`src/panel_bus_pkg.sv`:
```
// constants for the byte-to-word panel bus host controller
// assumes an apb master for commands and the conversion board on the far side of the pins
// Notes on behaviour
// - eight shared port pins carry one byte
// - three conversion lines: direction, enable, latch
// - write: pins out, direction 1, enable 0
// - latch low byte, close latch, then high
// - select, set rs, pulse write, deselect; host sets rs with the go, before select
// - read: pins in, direction 0, enable 0
// - strobe read, sample high, enable 1, low
// - select and strobes active low beside data
// - touch on spi, own select, irq low
// - backlight on/off or pwm brightness
package panel_bus_pkg;
    localparam int DATA_W = 32;
    localparam logic [7:0] OFS_CTRL = 8'h00;
    localparam logic [7:0] OFS_WDATA = 8'h04;
    localparam logic [7:0] OFS_RDATA = 8'h08;
    localparam logic [7:0] OFS_STATUS = 8'h0C;
    localparam logic [7:0] OFS_BACKLIGHT = 8'h10;
    localparam logic [7:0] OFS_TOUCH = 8'h14;
    // ctrl register fields; writing ctrl with go set while idle starts a transfer
    localparam int CTRL_GO = 0;
    localparam int CTRL_READ = 1;
    localparam int CTRL_RS = 2;
    localparam int CTRL_PANEL_RST = 3;
    localparam int CTRL_PWM_MODE = 4;
    localparam int STAT_BUSY = 0;
    localparam int STAT_DONE = 1;
    localparam int STAT_IRQ = 2;
    // each step of the pin sequence is held this long
    localparam int STEP_NS = 20;
    localparam int CLK_MHZ = 200;
    localparam int STEP_CYC = (STEP_NS * CLK_MHZ + 999) / 1000;
    localparam int STEP_W = 4;
    localparam int PWM_W = 8;
endpackage

```
`src/panel_bus_host.sv`:
```
// host controller that drives the byte-to-word panel bus through its pins
// assumes apb commands on i_ref_clk and panel pins sampled synchronously
// one transfer at a time; a go while a transfer runs is refused with pslverr
`timescale 1ns/10ps
module panel_bus_host #(
    // cycles each pin step is held; must not exceed 2**STEP_W
    parameter int STEP_CYCLES = panel_bus_pkg::STEP_CYC
) (
    // clock and reset
    input wire logic i_ref_clk,
    input wire logic i_rst_n,
    // apb slave
    input wire logic i_psel,
    input wire logic i_penable,
    input wire logic i_pwrite,
    input wire logic [7:0] i_paddr,
    input wire logic [panel_bus_pkg::DATA_W-1:0] i_pwdata,
    output logic [panel_bus_pkg::DATA_W-1:0] o_prdata,
    output logic o_pready,
    output logic o_pslverr,
    // shared byte pins
    input wire logic [7:0] i_data,
    output logic [7:0] o_data,
    output logic o_data_oe,
    // conversion unit controls
    output logic o_buffer_direction_ctl,
    output logic o_buffer_output_enable_n,
    output logic o_low_byte_latch_enable,
    // panel controls
    output logic o_panel_select_n,
    output logic o_register_select,
    output logic o_write_strobe_n,
    output logic o_read_strobe_n,
    output logic o_panel_reset_n,
    output logic o_backlight_brightness_ctl,
    output logic [7:0] o_lamps,
    // touch controller
    input wire logic i_touch_press_irq_n,
    output logic o_touch_select_n
);
    import panel_bus_pkg::*;

    ////////////////////////////////////////////////////////////////////////////////
    typedef enum logic [3:0] {
        S_IDLE,
        S_SETUP, // buffer direction and enable
        S_LATCH_OPEN,
        S_LOW_BYTE,
        S_LATCH_CLOSE,
        S_HIGH_BYTE,
        S_SELECT,
        S_STROBE,
        S_SAMPLE_HIGH,
        S_SWAP, // enable high routes the low byte
        S_SAMPLE_LOW,
        S_UNSTROBE,
        S_DESELECT
    } step_t;

    typedef struct packed {
        // sequencer
        step_t step;
        logic [STEP_W-1:0] wait_cnt;
        logic is_read;
        logic [15:0] wdata;
        logic [15:0] rdata;
        logic done;
        // apb answer
        logic [DATA_W-1:0] prdata;
        logic pready;
        logic pslverr;
        // byte pins and panel controls
        logic [7:0] data;
        logic data_oe;
        logic dir;
        logic oe_n;
        logic le;
        logic cs_n;
        logic rs;
        logic wr_n;
        logic rd_n;
        // side lines
        logic panel_rst;
        logic panel_rst_n;
        logic pwm_mode;
        logic [PWM_W-1:0] duty;
        logic [PWM_W-1:0] pwm_cnt;
        logic bl;
        logic touch_cs_n;
        logic irq;
        logic [7:0] lamps;
    } state_t;

    state_t state_reg;
    state_t state_next;

    ////////////////////////////////////////////////////////////////////////////////
    always_comb begin
        logic step_ok;
        logic apb_acc;
        logic idle;
        logic go_req;
        logic pwm_on;
        step_ok = 1'b0;
        apb_acc = 1'b0;
        idle = 1'b0;
        go_req = 1'b0;
        pwm_on = 1'b0;
        // everything but pready and pslverr holds unless a branch below moves it
        state_next = state_reg;
        state_next.pready = 1'b0;
        state_next.pslverr = 1'b0;
        apb_acc = i_psel && i_penable && !state_reg.pready;
        idle = (state_reg.step == S_IDLE);
        go_req = i_pwdata[CTRL_GO];
        // free-running step timer; a go restarts it so the first step is full length
        step_ok = (state_reg.wait_cnt == STEP_W'(STEP_CYCLES - 1));
        state_next.wait_cnt = step_ok ? '0 : state_reg.wait_cnt + 1'b1;

        ////////////////////////////////////////////////////////////////////////////////
        // apb answers one cycle after the access phase begins
        if (apb_acc) begin
            state_next.pready = 1'b1;
            state_next.prdata = '0;
            if (i_pwrite) begin
                unique case (i_paddr)
                    OFS_CTRL: begin
                        // rs only moves between transfers so it stands still across the strobe
                        if (idle) begin
                            state_next.rs = i_pwdata[CTRL_RS];
                        end
                        state_next.panel_rst = i_pwdata[CTRL_PANEL_RST];
                        state_next.pwm_mode = i_pwdata[CTRL_PWM_MODE];
                        if (go_req && idle) begin
                            state_next.is_read = i_pwdata[CTRL_READ];
                            state_next.done = 1'b0;
                            state_next.step = S_SETUP;
                            state_next.wait_cnt = '0;
                        end else if (go_req) begin
                            state_next.pslverr = 1'b1;
                        end
                    end
                    OFS_WDATA: begin
                        state_next.wdata = i_pwdata[15:0];
                    end
                    OFS_BACKLIGHT: begin
                        state_next.duty = i_pwdata[PWM_W-1:0];
                    end
                    OFS_TOUCH: begin
                        state_next.touch_cs_n = i_pwdata[0];
                    end
                    default: begin
                        state_next.pslverr = 1'b1;
                    end
                endcase
            end else begin
                unique case (i_paddr)
                    OFS_CTRL: begin
                        state_next.prdata = DATA_W'({state_reg.pwm_mode, state_reg.panel_rst,
                            state_reg.rs, state_reg.is_read, 1'b0});
                    end
                    OFS_WDATA: begin
                        state_next.prdata = DATA_W'(state_reg.wdata);
                    end
                    OFS_RDATA: begin
                        state_next.prdata = DATA_W'(state_reg.rdata);
                    end
                    OFS_STATUS: begin
                        state_next.prdata = DATA_W'({state_reg.irq, state_reg.done, !idle});
                    end
                    OFS_BACKLIGHT: begin
                        state_next.prdata = DATA_W'(state_reg.duty);
                    end
                    OFS_TOUCH: begin
                        state_next.prdata = DATA_W'(state_reg.touch_cs_n);
                    end
                    default: begin
                        state_next.pslverr = 1'b1;
                    end
                endcase
            end
        end

        ////////////////////////////////////////////////////////////////////////////////
        // pin sequencer: each step lasts STEP_CYCLES cycles so the slow board parts settle
        if (step_ok) begin
            unique case (state_reg.step)
                S_IDLE: begin
                    // pins keep their last levels until the next go
                end
                S_SETUP: begin
                    // pins turn to outputs only for a write
                    state_next.data_oe = !state_reg.is_read;
                    state_next.dir = !state_reg.is_read;
                    state_next.oe_n = 1'b0;
                    state_next.step = state_reg.is_read ? S_SELECT : S_LATCH_OPEN;
                end
                S_LATCH_OPEN: begin
                    state_next.le = 1'b1;
                    state_next.step = S_LOW_BYTE;
                end
                S_LOW_BYTE: begin
                    state_next.data = state_reg.wdata[7:0];
                    state_next.step = S_LATCH_CLOSE;
                end
                S_LATCH_CLOSE: begin
                    // low byte is now held while the pins move on to the high byte
                    state_next.le = 1'b0;
                    state_next.step = S_HIGH_BYTE;
                end
                S_HIGH_BYTE: begin
                    state_next.data = state_reg.wdata[15:8];
                    state_next.step = S_SELECT;
                end
                S_SELECT: begin
                    state_next.cs_n = 1'b0;
                    state_next.step = S_STROBE;
                end
                S_STROBE: begin
                    if (state_reg.is_read) begin
                        state_next.rd_n = 1'b0;
                        state_next.step = S_SAMPLE_HIGH;
                    end else begin
                        state_next.wr_n = 1'b0;
                        state_next.step = S_UNSTROBE;
                    end
                end
                S_SAMPLE_HIGH: begin
                    // the board routes the high byte while enable is low
                    state_next.rdata[15:8] = i_data;
                    state_next.step = S_SWAP;
                end
                S_SWAP: begin
                    state_next.oe_n = 1'b1;
                    state_next.step = S_SAMPLE_LOW;
                end
                S_SAMPLE_LOW: begin
                    state_next.rdata[7:0] = i_data;
                    state_next.step = S_UNSTROBE;
                end
                S_UNSTROBE: begin
                    state_next.wr_n = 1'b1;
                    state_next.rd_n = 1'b1;
                    state_next.step = S_DESELECT;
                end
                S_DESELECT: begin
                    // enable back high so the buffer lets go of the panel side
                    state_next.cs_n = 1'b1;
                    state_next.oe_n = 1'b1;
                    state_next.done = 1'b1;
                    state_next.step = S_IDLE;
                end
            endcase
        end

        ////////////////////////////////////////////////////////////////////////////////
        // lamps follow whatever is on the pins, driven or read
        state_next.lamps = state_reg.data_oe ? state_reg.data : i_data;
        state_next.irq = !i_touch_press_irq_n;
        // panel reset is low while the host is in reset or software asks for it
        state_next.panel_rst_n = !state_reg.panel_rst;
        // backlight: plain on/off from duty bit 0, or pwm against a free counter
        // the counter wraps every 2**PWM_W cycles, so duty counts the on cycles of a period
        state_next.pwm_cnt = state_reg.pwm_cnt + 1'b1;
        pwm_on = (state_reg.pwm_cnt < state_reg.duty);
        state_next.bl = state_reg.pwm_mode ? pwm_on : state_reg.duty[0];
    end

    always_ff @(posedge i_ref_clk or negedge i_rst_n) begin
        if (!i_rst_n) begin
            state_reg <= '{
                step: S_IDLE,
                cs_n: 1'b1,
                wr_n: 1'b1,
                rd_n: 1'b1,
                oe_n: 1'b1,
                touch_cs_n: 1'b1,
                default: '0
            };
        end else begin
            state_reg <= state_next;
        end
    end

    ////////////////////////////////////////////////////////////////////////////////
    // every output is a plain copy of a flop, no gates after the register
    // apb answer
    assign o_prdata = state_reg.prdata;
    assign o_pready = state_reg.pready;
    assign o_pslverr = state_reg.pslverr;
    // pins
    assign o_data = state_reg.data;
    assign o_data_oe = state_reg.data_oe;
    assign o_buffer_direction_ctl = state_reg.dir;
    assign o_buffer_output_enable_n = state_reg.oe_n;
    assign o_low_byte_latch_enable = state_reg.le;
    assign o_panel_select_n = state_reg.cs_n;
    assign o_register_select = state_reg.rs;
    assign o_write_strobe_n = state_reg.wr_n;
    assign o_read_strobe_n = state_reg.rd_n;
    // side lines
    assign o_panel_reset_n = state_reg.panel_rst_n;
    assign o_backlight_brightness_ctl = state_reg.bl;
    assign o_lamps = state_reg.lamps;
    assign o_touch_select_n = state_reg.touch_cs_n;
endmodule

```
`config.mk`:
```
export PLATFORM = sky130hd
export DESIGN_NAME = panel_bus_host
export DESIGN_NICKNAME = d
export VERILOG_FILES = /design/src/panel_bus_pkg.sv /design/src/panel_bus_host.sv
export SDC_FILE = /design/constraint.sdc
export NUM_CORES = 1
export LEC_CHECK = 0
export ABC_AREA = 1
export BUFFER_PORTS_ARGS = -buffer_cell sky130_fd_sc_hd__buf_2
export CAP_MARGIN = 20
export CORE_ASPECT_RATIO = 1.2
export CORE_MARGIN = 2
export CORE_UTILIZATION = 43
export DETAILED_ROUTE_END_ITERATION = 16
export PLACE_DENSITY_LB_ADDON = 0.05
export SYNTH_ARGS = -nofsm -noshare
export SYNTH_HDL_FRONTEND = slang
export SYNTH_SLANG_ARGS = --single-unit
```
`constraint.sdc`:
```
create_clock -name i_ref_clk -period 4.4 [get_ports i_ref_clk]
set_clock_uncertainty 0.15 [all_clocks]
set_input_delay 0.44 -clock i_ref_clk [delete_from_list [all_inputs] [get_ports i_ref_clk]]
set_output_delay 0.44 -clock i_ref_clk [all_outputs]
set_load 0.005 [all_outputs]
```
Word level (Yosys, flattened, before mapping):

Cells that the tools add are included.

* memories kept: 0
* ROM bits: 0
* latch bits: 0
* memory bits (writable): 0
* output and inout port bits: 61
* flip-flop bits (word level): 121

* bitwise gates (word level): 0
* add/subtract/negate cells: 2
* shift-type cells: 0
* multiply operators: 0
* div/mod/pow operators: 0
* reductions and logical operators: 33
* mux-type cells: 32
* $lt $le $gt $ge: 1
* equality and inequality tests: 20

Operator list (number)
* 16-bit one-hot mux with 6 select lines: 1
* 25-bit 2-to-1 mux: 2
* 4-bit one-hot mux with 12 select lines: 1
* 35-bit 2-to-1 mux: 1
* 16-bit 2-to-1 mux: 2
* 4-bit equality test (second input constant): 5
* 9-bit 2-to-1 mux: 2
* 3-bit AND reduction: 6
* 4-bit by 3-bit equality test with 1-bit output (second input constant): 4
* 8-bit by 4-bit equality test with 1-bit output (second input constant): 2
* 8-bit by 5-bit equality test with 1-bit output (second input constant): 2
* 8-bit one-hot mux with 2 select lines: 1
* 2-bit AND reduction: 7
* 4-bit by 2-bit equality test with 1-bit output (second input constant): 3
* 1-bit 2-to-1 mux: 12
* 2-bit nonzero test: 5
* 8-bit by 1-bit adder with 8-bit output (second input constant): 1
* 8-bit by 3-bit equality test with 1-bit output (second input constant): 1
* 8-bit logical NOT: 1
* 8-bit less-than comparator: 1
* 4-bit 2-to-1 mux: 2
* 8-bit 2-to-1 mux: 1
* 1-bit one-hot mux with 2 select lines: 4
* 4-bit AND reduction: 2
* other kinds (12): 19

Longest topological paths before layout:

Gate-level depths: netlist of run 1.

* depth after elaboration: 8
* depth in mapped cells: 10

Worst setup path before layout of run 1:

Ideal clock, no wire load.

* kind: flip-flop to flip-flop
* from: register state_reg[114] (netlist name)
* to: register state_reg[86] (netlist name)
* stages on the path, launching flop included: 9
* setup time: 0.131 ns
* path buffers: 2
* clock period less this slack: 1.606 ns
* slack: 2.794 ns
* data arrival time: 1.326 ns
* cell sequence: dfrtp_1 -> ha_1 -> nand2_1 -> nor2_1 -> buf_2 -> nand4_2 -> clkbuf_1 -> nand2_1 -> o21ai_0

* cells in the longest elaborated chain, start to end: 2

Ends and longest elaborated chain
* from (decl): RTL line panel_bus_host.sv:94 `state_t state_reg;`
* from (signal assigned): RTL line panel_bus_host.sv:271 `state_reg <= '{`
* from (signal assigned): RTL line panel_bus_host.sv:281 `state_reg <= state_next;`
* 4-bit by 2-bit equality test with 1-bit output: RTL line panel_bus_host.sv:117 `step_ok = (state_reg.wait_cnt == STEP_W'(STEP_CYCLES - 1));`
* 2-bit AND reduction (no source line)

Every way passes these cells.
A chain may end at the register's enable or synchronous reset.

Worst setup path after layout of run 1:

* from: register state_reg[114] (netlist name)
* to: register state_reg (netlist bit o_data[4])

The elaborated chain is that of the path after synthesis.

==> impl_metrics.csv, run 1 <==
group,metric,value,unit
final_layout,largest_register_ff_count,61,
sta,setup_viol,0,
placement,dp_hpwl,9370,um
sta,rsz0062_at_grt,"false",
route,firstDrtPassIters,5,
sta,max_freq,421,MHz
power,power_frac_seq,0.495,
power,comb_power_share,0.212,
final_layout,diodes,0,
yosys,yosysSeqAreaShare,0.496,
clocking,cts.htree.levels,3,
power,vdd_ir_drop_max,188,uV
setup_path,r2r_slack,2.02,ns
setup_path,path_max_fanout,16,
final_layout,drive_gt1_frac,0.187,
clocking,cts.sinks,105,
yosys,ys_types,35,
route,detail_route.wl_per_cell,14.6,um
setup_path,critPathLaunchType,"flop",
sta,worst_pin_slew,0.904,ns
yosys,ys_ff_latch,105,
global_route,grt_pass1_wl,20200,um
placement,placed_cell_area,0.00554,sq mm
clocking,cts_tree,"done",
final_layout,final_cells,856,
route,vias,4104,
route,drt_iter0_markers,165,
placement,io_buffers,82,
yosys,syn_inst,642,
power,leakagePower,3.10,nW
clocking,ctsHoldBuffers,0,
placement,routabilityCongestion,0.885,
floorplan,dieArea,0.0132,sq mm
route,drc_errors,0,
route,drt_wl_total,12500,um
power,powerDensity,450,mW/mm^2
power,power.internal,1.81,mW
global_route,gr-usage-all-layers,0.197,
setup_path,endpoint,"o_data[4]",
placement,placed_cells,837,
floorplan,fp.dieH,126,um
clocking,cts_made_buffers,9,
clocking,cts_resized,0,
final_layout,final_area,0.00587,sq mm
floorplan,die_w,105,um
sta,drv_slew,0,
power,switching_share,0.316,
setup_path,r2r-end,"o_data[4]",
sta,min_period,2.38,ns
hold_path,holdPathStages,2,
sta,slew-limit-headroom,0.396,
yosys,syn_area_per_cell,8.27,sq um
setup_path,critical_path_class,"reg -> reg",
sta,period_share,0.540,
power,clkPwrFrac,0.293,
clocking,post-cts-setup-buffers,0,
sta,setup_tns,0,ns
run,cap_violations,0,
final_layout,area_growth,10.5,%
yosys,netlist_area,0.00531,sq mm
clocking,clk_pin_slew,0.07,ns
global_route,gr-total-overflow,0,
final_layout,final_nets,753,
clocking,cts_root_buf,"clkbuf_16",
floorplan,start_util,0.440,
setup_path,crit_start,"state_reg[114]",
power,p_switching,833,uW
sta,hold_violations,0,
global_route,antenna_found_initial,0,
setup_path,r2r-start,"state_reg[114]",
clocking,cts_buffer_depth,2,
hold_path,holdCritPathClass,"in -> reg",
floorplan,core,0.0121,sq mm
route,viasPerCell,4.79,
floorplan,io_pins,115,
setup_path,end_kind,"flop",
clocking,clock_latency,0.35,ns
setup_path,ff2ff_path_depth,7,
global_route,grt_max_degree,84,
route,postRouteAntennaNets,0,
floorplan,row_count,44,
setup_path,crit_arrival,2.49,ns
power,total_power,2.64,mW
outcome,status,"completed",
setup_path,worstPathRequired,4.51,ns
yosys,yosysWarnings,0,
global_route,grt_pass1_vias,3932,
[power by group through the flow]
stage	combinational [mW]	clock (mW)	sequential [mW]
after global placement	0.557	0	1.32
after global routing	0.640	0.834	1.34
after detailed placement	0.562	0	1.33
after CTS	0.564	0.787	1.31
final	0.559	0.774	1.31
after floorplan	0.465	0	1.28
[metrics by stage]
step	hold WS [ns]	util	setup slack, ns
floorplan	-0.00559	-	2.79
global placement	0.307	0.459	2.02
detailed placement	0.312	0.459	1.97
CTS	0.0933	0.483	2.04
global route	0.0957	0.487	1.71
finish	0.0892	0.487	2.02
[cell type report]
| type | count | area (sq um) |
|---|---|---|
| Clock inverter | 4 | 27.5 |
| Fill cell | 1219 | 6190 |
| Inverter | 72 | 270 |
| Sequential cell | 105 | 2630 |
| Multi-Input combinational cell | 415 | 2000 |
| Clock buffer | 12 | 256 |
| Tap cell | 161 | 201 |
| Timing Repair Buffer | 87 | 473 |
[logic make-up (layout without fill, tap and decap cells)]
kind of cell | after synthesis | count (layout) | share of synthesized area
adders and majority gates | 9 | 9 | 0.0212
DFF | 105 | 105 | 0.496
and+or+nand+nor | 288 | 288 | 0.234
other | 1 | 16 | 0.000707
buffers and inverters | 137 | 175 | 0.137
AOI/OAI and AO/OA | 95 | 95 | 0.0997
xor gates and xnor gates | 7 | 7 | 0.0116
[worst max-delay path, stage by stage (launching register included)]
cell     delay (ns)
dfrtp_1        0.38
ha_1           0.19
nand2_1        0.06
nor2_1         0.55
inv_1          0.27
a21oi_4        0.45
nor2_1         0.09
a31oi_1        0.16
[routing by layer]
metal	global-route usage	up-vias	share of wire
met1	0.259	1950	0.44
met4	0.0620	0	0.013
met5	0	-	0
met3	0.0269	11	0.028
met2	0.336	61	0.51
li1	-	2082	-
[Yosys cell counts]
library cell | count | area, sq um
nand2_1 | 166 | 623
dfrtp_1 | 100 | 2500
inv_1 | 65 | 244
nand3_1 | 55 | 275
o21ai_0 | 54 | 270
buf_4 | 50 | 375
nor2_1 | 47 | 176
a21oi_1 | 16 | 80.1
ha_1 | 9 | 113
o21ai_1 | 8 | 40.0
a31oi_1 | 7 | 43.8
buf_2 | 7 | 35.0
clkbuf_1 | 6 | 22.5
inv_2 | 6 | 22.5
dfstp_2 | 5 | 131
nor2_2 | 5 | 31.3
nor2_4 | 4 | 45.0
o211ai_1 | 4 | 30.0
xor2_1 | 4 | 35.0
xnor2_1 | 3 | 26.3
a31oi_2 | 2 | 25.0
buf_6 | 2 | 22.5
nand2_2 | 2 | 12.5
nand4_1 | 2 | 12.5
nand4_2 | 2 | 25.0
nor3_1 | 2 | 10.0
a21oi_4 | 1 | 16.3
a2bb2oi_1 | 1 | 8.76
clkinv_1 | 1 | 3.75
conb_1 | 1 | 3.75
nor3_4 | 1 | 16.3
o21a_1 | 1 | 7.51
o21bai_1 | 1 | 7.51
or2_1 | 1 | 6.26
or2_2 | 1 | 6.26
[how the worst min path moves through the flow]
stage	from	endpoint	slack [ns]
after floorplan	i_rst_n	o_backlight_brightness_ctl	-0.006
after global placement	o_prdata[7]	o_prdata[7]	0.31
after detailed placement	o_prdata[10]	o_prdata[10]	0.31
after CTS	i_touch_press_irq_n	state_reg[8]	0.09
after global routing	i_touch_press_irq_n	state_reg[8]	0.1
final	i_touch_press_irq_n	state_reg[8]	0.09
[layout by cell type (no fill, tap or decap), types with 5 or more instances in the layout]
master	instances
nand2_1	166
clkbuf_16	9
a21oi_1	16
nor2_1	47
o21ai_1	8
buf_2	81
nor2_2	5
inv_2	6
dfstp_2	5
inv_1	65
conb_1	16
ha_1	9
nand3_1	55
o21ai_0	54
a31oi_1	7
dfrtp_1	100
Note: power is estimated with default switching activity, not from simulation.
==> inputs of run 2 (changes only) <==
Settings changed: ABC_AREA 1 to 0.
Clock period 4.4 ns to 2 ns, I/O delays scaled along.
==> impl_metrics.csv, run 2 <==
group,metric,value,unit
sta,setup_tns,0,ns
setup_path,path_max_fanout,8,
final_layout,final_common_cell,"dfrtp_1",
power,powerDensity,760,mW/mm^2
clocking,cts_tree,"done",
floorplan,io_pins,115,
clocking,cts.sinks,105,
setup_path,critPathSlowestCell,"or3b_4",
floorplan,start_util,0.437,
clocking,clk_pin_slew,0.07,ns
sta,holdWs,0.0165,ns
setup_path,cp_num_buf_inv,0,
setup_path,worstPathRequired,2.08,ns
yosys,synth_common_cells,"100 x dfrtp_1, 50 x buf_4, 44 x mux2_2",
run,cap_violations,0,
sta,rsz0062_at_grt,"false",
sta,max_freq,512,MHz
final_layout,nFillCells,1095,
yosys,ys.flop_type,"dfrtp_1",
global_route,grt_pass1_vias,3705,
placement,io_buffers,82,
setup_path,end_kind,"flop",
power,leakagePower,3.05,nW
final_layout,largest_register_ff_count,61,
route,vias,3628,
yosys,yosys.cell_count.top_type,"dfrtp_1",
setup_path,crit_start,"state_reg[115]",
floorplan,dieArea,0.0130,sq mm
floorplan,core,0.0119,sq mm
clocking,cts_made_buffers,9,
floorplan,die_w,105,um
global_route,gr-total-overflow,0,
clocking,clock_latency,0.34,ns
outcome,status,"completed",
sta,period_share,0.977,
sta,slew-limit-headroom,0.632,
setup_path,max_stage_delay,0.42,ns
placement,routabilityCongestion,0.801,
route,postRouteAntennaNets,0,
sta,drv_slew,0,
final_layout,fin_util,0.523,
global_route,grt_pass1_wl,19600,um
setup_path,critPathLaunchType,"flop",
floorplan,row_count,44,
yosys,yosysWarnings,0,
sta,min_period,1.95,ns
yosys,yosysTopAreaCellShare,0.480,
final_layout,diodes,0,
setup_path,cp_cell_sequence,"ha_2 > or3b_4 > nor2_4 > and3_4 > mux2_2",
clocking,cts_buffer_depth,2,
hold_path,hold_start,"i_pwdata[4]",
yosys,synthArstFlopShare,1.00,
sta,hold_violations,0,
route,viasPerCell,4.96,
yosys,ys_ff_latch,105,
floorplan,fp.dieH,125,um
route,firstDrtPassIters,4,
power,vdd_ir_drop_max,556,uV
final_layout,drive_gt1_frac,0.358,
yosys,netlist_area,0.00522,sq mm
yosys,syn_area_per_cell,11.1,sq um
setup_path,crit_arrival,2.04,ns
clocking,cts_root_buf,"clkbuf_16",
setup_path,critPathTopFamily,"simple AND/OR/NAND/NOR gates",
yosys,syn_inst,472,
route,drt_iter0_markers,123,
route,drc_errors,0,
route,drt_wl_total,11900,um
placement,dp_hpwl,8840,um
final_layout,final_nets,628,
clocking,cts.htree.levels,3,
sta,worst_pin_slew,0.553,ns
global_route,grt_max_degree,40,
sta,setup_viol,0,
route,detail_route.wl_per_cell,16.3,um
final_layout,area_growth,19.7,%
yosys,synth_area_leaders,"dfrtp_1 48%, mux2_2 9.5%, buf_4 7.2%",
yosys,synth_edf_count,0,
setup_path,critical_path_class,"reg -> reg",
global_route,gr-usage-all-layers,0.193,
final_layout,mostFrequentLayoutCells,"100 x dfrtp_1, 81 x buf_2, 43 x nand2_1, 43 x mux2_2, 42 x o21ai_0",
yosys,yosysSeqAreaShare,0.505,
hold_path,holdCritPathClass,"in -> reg",
yosys,ys_types,54,
yosys,synth_top_cell_by_area,"dfrtp_1",
global_route,antenna_found_initial,0,
setup_path,r2r-start,"state_reg[115]",
==> run 2: changes by cell type after synthesis, moves of 6 or more <==
cell and delta:
nor2b_1 +6, mux2_4 +10, nor2_1 -30, clkbuf_1 +8, nand3_1 -47, o21ai_0 -12, a21oi_1 -7, inv_2 -6
inv_1 -47, o21ai_1 -8, mux2_2 +44, a22oi_1 +12, mux2i_1 +12, nand2_1 -123
==> run 2: kinds of logic (layout without fill, tap and decap cells) <==
kind of cell             after synthesis  after routing  synth area share
adder cells (fa/ha/maj)                9              9            0.0216
XOR/XNOR                               8              8            0.0134
buffers and inverters                 90            173             0.104
multiplexers                          67             67             0.149
AND/OR/NAND/NOR                      103            103             0.101
other                                  1             16          0.000719
flip-flops                           105            105             0.505
AO/OA/AOI/OAI                         89             89             0.105
==> run 2: layout make-up <==
type	instances	area, sq um	share of cell area
timing repair buffer	139	936	0.150
tap	161	201	0.0323
sequential	105	2630	0.422
clock inverter	6	48.8	0.00781
inverter	18	67.6	0.0108
clock buffer	10	229	0.0367
multi-input combinational	292	2130	0.341
==> run 2: layer usage <==
layer,global-route usage,up-vias,part of all wire
met5,0,-,0
met4,0.0604,0,0.016
met3,0.0283,13,0.028
met2,0.331,66,0.52
met1,0.251,1777,0.44
li1,-,1772,-
==> run 2: where the power goes <==
part	total (mW)	internal, mW	switching [mW]	leakage, nW
combinational	0.727	0.342	0.386	1.54
clock	1.68	0.862	0.821	0.131
sequential	2.34	2.24	0.100	1.37
==> run 2: path summary, 6_finish.rpt <==
| kind | to | slack [ns] | depth (start not counted) |
|---|---|---|---|
| worst max-delay path | state_reg[85] | 0.05 | 5 |
| worst min-delay path | state_reg[27] | 0.02 | 2 |
| worst max register to register | state_reg[85] | 0.05 | 5 |
| worst min register to register | o_panel_reset_n | 0.30 | 1 |
| max in group asynchronous | o_buffer_output_enable_n | 0.82 | 3 |
| min in group asynchronous | o_prdata[6] | 0.23 | 2 |
==> run 2: what timing repair did <==
item | 4_1_cts | 5_1_grt
gates resized for setup | 0 | 1
setup buffers | 0 | 1
endpoints found under the setup margin | 0 | 9
hold buffers | 23 | 0
endpoints found under the hold margin | 75 | 0
==> run 2: through the flow <==
stage / total power [mW] / std cells / area (sq um) / setup slack [ns]
floorplan: 2.84 / 487 / 5320 / -0.0236
global placement: 3.06 / 691 / 5730 / -0.115
detailed placement: 3.08 / 691 / 5730 / -0.134
CTS: 4.81 / 730 / 6230 / 0.0204
global route: 4.98 / 731 / 6250 / 0.00225
finish: 4.75 / 731 / 6250 / 0.0457
==> inputs of run 3 (changes only) <==
--- a/config.mk
+++ b/config.mk
@@ -12,3 +12,3 @@
 export CORE_MARGIN = 2
-export CORE_UTILIZATION = 43
+export CORE_UTILIZATION = 49
 export DETAILED_ROUTE_END_ITERATION = 16
==> constraint.sdc (replaced) <==
create_clock -name i_ref_clk -period 1.75 [get_ports i_ref_clk]
set_clock_uncertainty 0.15 [all_clocks]
set_input_delay 0.175 -clock i_ref_clk [delete_from_list [all_inputs] [get_ports i_ref_clk]]
set_output_delay 0.175 -clock i_ref_clk [all_outputs]
set_load 0.01 [all_outputs]
==> impl_metrics.csv, run 3 (synthesized netlist as in run 2, its figures left out) <==
group,metric,value,unit
floorplan,row_count,41,
setup_path,cp_num_buf_inv,0,
route,vias,3753,
final_layout,largest_register_ff_count,61,
setup_path,critPathLaunchType,"flop",
outcome,violations,"setup timing",
route,drt_wl_total,12600,um
global_route,gr-usage-all-layers,0.224,
setup_path,critPathSlowestCell,"or3b_4",
setup_path,critPathTopFamily,"simple AND/OR/NAND/NOR gates",
clocking,clock_latency,0.35,ns
route,drt_iter0_markers,169,
placement,dp_hpwl,8830,um
outcome,status,"finished, violations left",
hold_path,holdCritPathClass,"in -> reg",
floorplan,core,0.0105,sq mm
final_layout,final_common_cell,"dfrtp_1",
hold_path,holdPathStages,2,
sta,setup_tns,-4.24,ns
route,drc_errors,0,
final_layout,fin_util,0.630,
sta,min_period,1.97,ns
global_route,grt_pass1_vias,3772,
sta,slew-limit-headroom,0.605,
sta,period_share,1.12,
clocking,cts_tree,"done",
sta,worst_pin_slew,0.593,ns
sta,hold_violations,0,
run,cap_violations,0,
final_layout,mostFrequentLayoutCells,"100 x dfrtp_1, 81 x buf_2, 44 x buf_4",
final_layout,diodes,0,
final_layout,final_nets,650,
route,detail_route.wl_per_cell,17.5,um
setup_path,worstPathRequired,1.83,ns
clocking,clk_pin_slew,0.07,ns
setup_path,r2r_slack,-0.22,ns
floorplan,start_util,0.499,
setup_path,path_max_fanout,8,
power,vdd_ir_drop_max,510,uV
sta,max_freq,508,MHz
route,postRouteAntennaNets,0,
setup_path,cp_num_cells,5,
setup_path,r2r-start,"state_reg[115]",
global_route,gr-total-overflow,0,
floorplan,die_w,98.2,um
setup_path,cp_cell_sequence,"ha_2 > or3b_4 > nor2_4 > and3_4 > mux2_4",
setup_path,endpoint,"state_reg[85]",
setup_path,ff2ff_path_depth,5,
clocking,cts_buffer_depth,2,
setup_path,crit_start,"state_reg[115]",
power,leakagePower,3.20,nW
clocking,cts.sinks,105,
sta,drv_slew,0,
global_route,antenna_found_initial,0,
power,powerDensity,871,mW/mm^2
route,viasPerCell,5.21,
setup_path,critical_path_class,"reg -> reg",
global_route,grt_pass1_wl,19800,um
placement,routabilityCongestion,0.840,
floorplan,dieArea,0.0115,sq mm
route,firstDrtPassIters,4,
final_layout,drive_gt1_frac,0.404,
final_layout,area_growth,26.4,%
global_route,grt_max_degree,48,
sta,setup_viol,34,
setup_path,end_kind,"flop",
power,total_power,5.75,mW
sta,rsz0062_at_grt,"true",
clocking,cts_made_buffers,9,
placement,io_buffers,82,
sta,setup_ws,-0.218,ns
setup_path,max_stage_delay,0.42,ns
placement,place_ws,-0.364,ns
clocking,cts_root_buf,"clkbuf_16",
setup_path,r2r-end,"state_reg[85]",
floorplan,fp.dieH,117,um
floorplan,io_pins,115,
setup_path,crit_arrival,2.05,ns
clocking,cts.htree.levels,3,
==> run 3: cell types whose count changed in the layout (fill, tap and decap cells not counted), moves of 3 or more <==
| cell | delta |
|---|---|
| o21ai_0 | -17 |
| o21ai_1 | +16 |
| buf_4 | +12 |
| mux2_4 | +9 |
| mux2_2 | -8 |
| buf_6 | +3 |
| buf_8 | +3 |
| nor2_1 | -3 |
==> run 3: worst min-delay path by stage <==
| stage | startpoint | end | slack [ns] |
|---|---|---|---|
| floorplan | i_rst_n | o_backlight_brightness_ctl | -0.27 |
| global placement | i_rst_n | o_lamps[7] | -0.07 |
| detailed placement | i_rst_n | o_lamps[7] | -0.06 |
| CTS | i_pwdata[0] | state_reg[97] | 0.01 |
| global route | i_pwdata[0] | state_reg[19] | 0.02 |
| finish | i_pwdata[0] | state_reg[97] | 0.02 |
==> run 3: repair_timing <==
item | 4_1_cts | 5_1_grt
setup buffers | 8 | 6
hold buffers | 25 | 0
gates resized for setup | 24 | 22
gates cloned | 0 | 1
endpoints found under the hold margin | 151 | 0
pin swaps | 5 | 4
endpoints found under the setup margin | 27 | 39
==> run 3: power breakdown <==
part / switching, mW / internal (mW)
clock: 0.914 / 1.12
combinational: 0.561 / 0.475
sequential: 0.118 / 2.56
total: 1.59 / 4.15
==> run 3: worst register-to-register path, stage by stage (launching register included) <==
cell	delay (ns)
dfrtp_1	0.36
ha_2	0.18
or3b_4	0.42
nor2_4	0.11
and3_4	0.31
mux2_4	0.33
==> run 3: area by class of cell <==
type / instances / area, sq um
sequential: 105 / 2630
timing repair buffer: 161 / 1160
clock inverter: 5 / 65.1
inverter: 18 / 67.6
fill: 895 / 3870
tap: 129 / 161
multi-input combinational: 292 / 2270
clock buffer: 11 / 233
==> run 3: metal layers <==
metal / global-route usage / wire (um) / up-vias
li1: - / - / 1807
met3: 0.0261 / 350 / 14
met4: 0.0913 / 195 / 0
met5: 0 / 0 / -
met2: 0.394 / 6670 / 76
met1: 0.286 / 5390 / 1856
==> run 3: per-stage QoR <==
stage	std cells	area [sq um]	hold slack [ns]
final	721	6600	0.0212
after global routing	721	6600	0.0207
after CTS	715	6480	0.0123
after detailed placement	667	5790	-0.0611
after global placement	667	5790	-0.0672
after floorplan	487	5360	-0.271
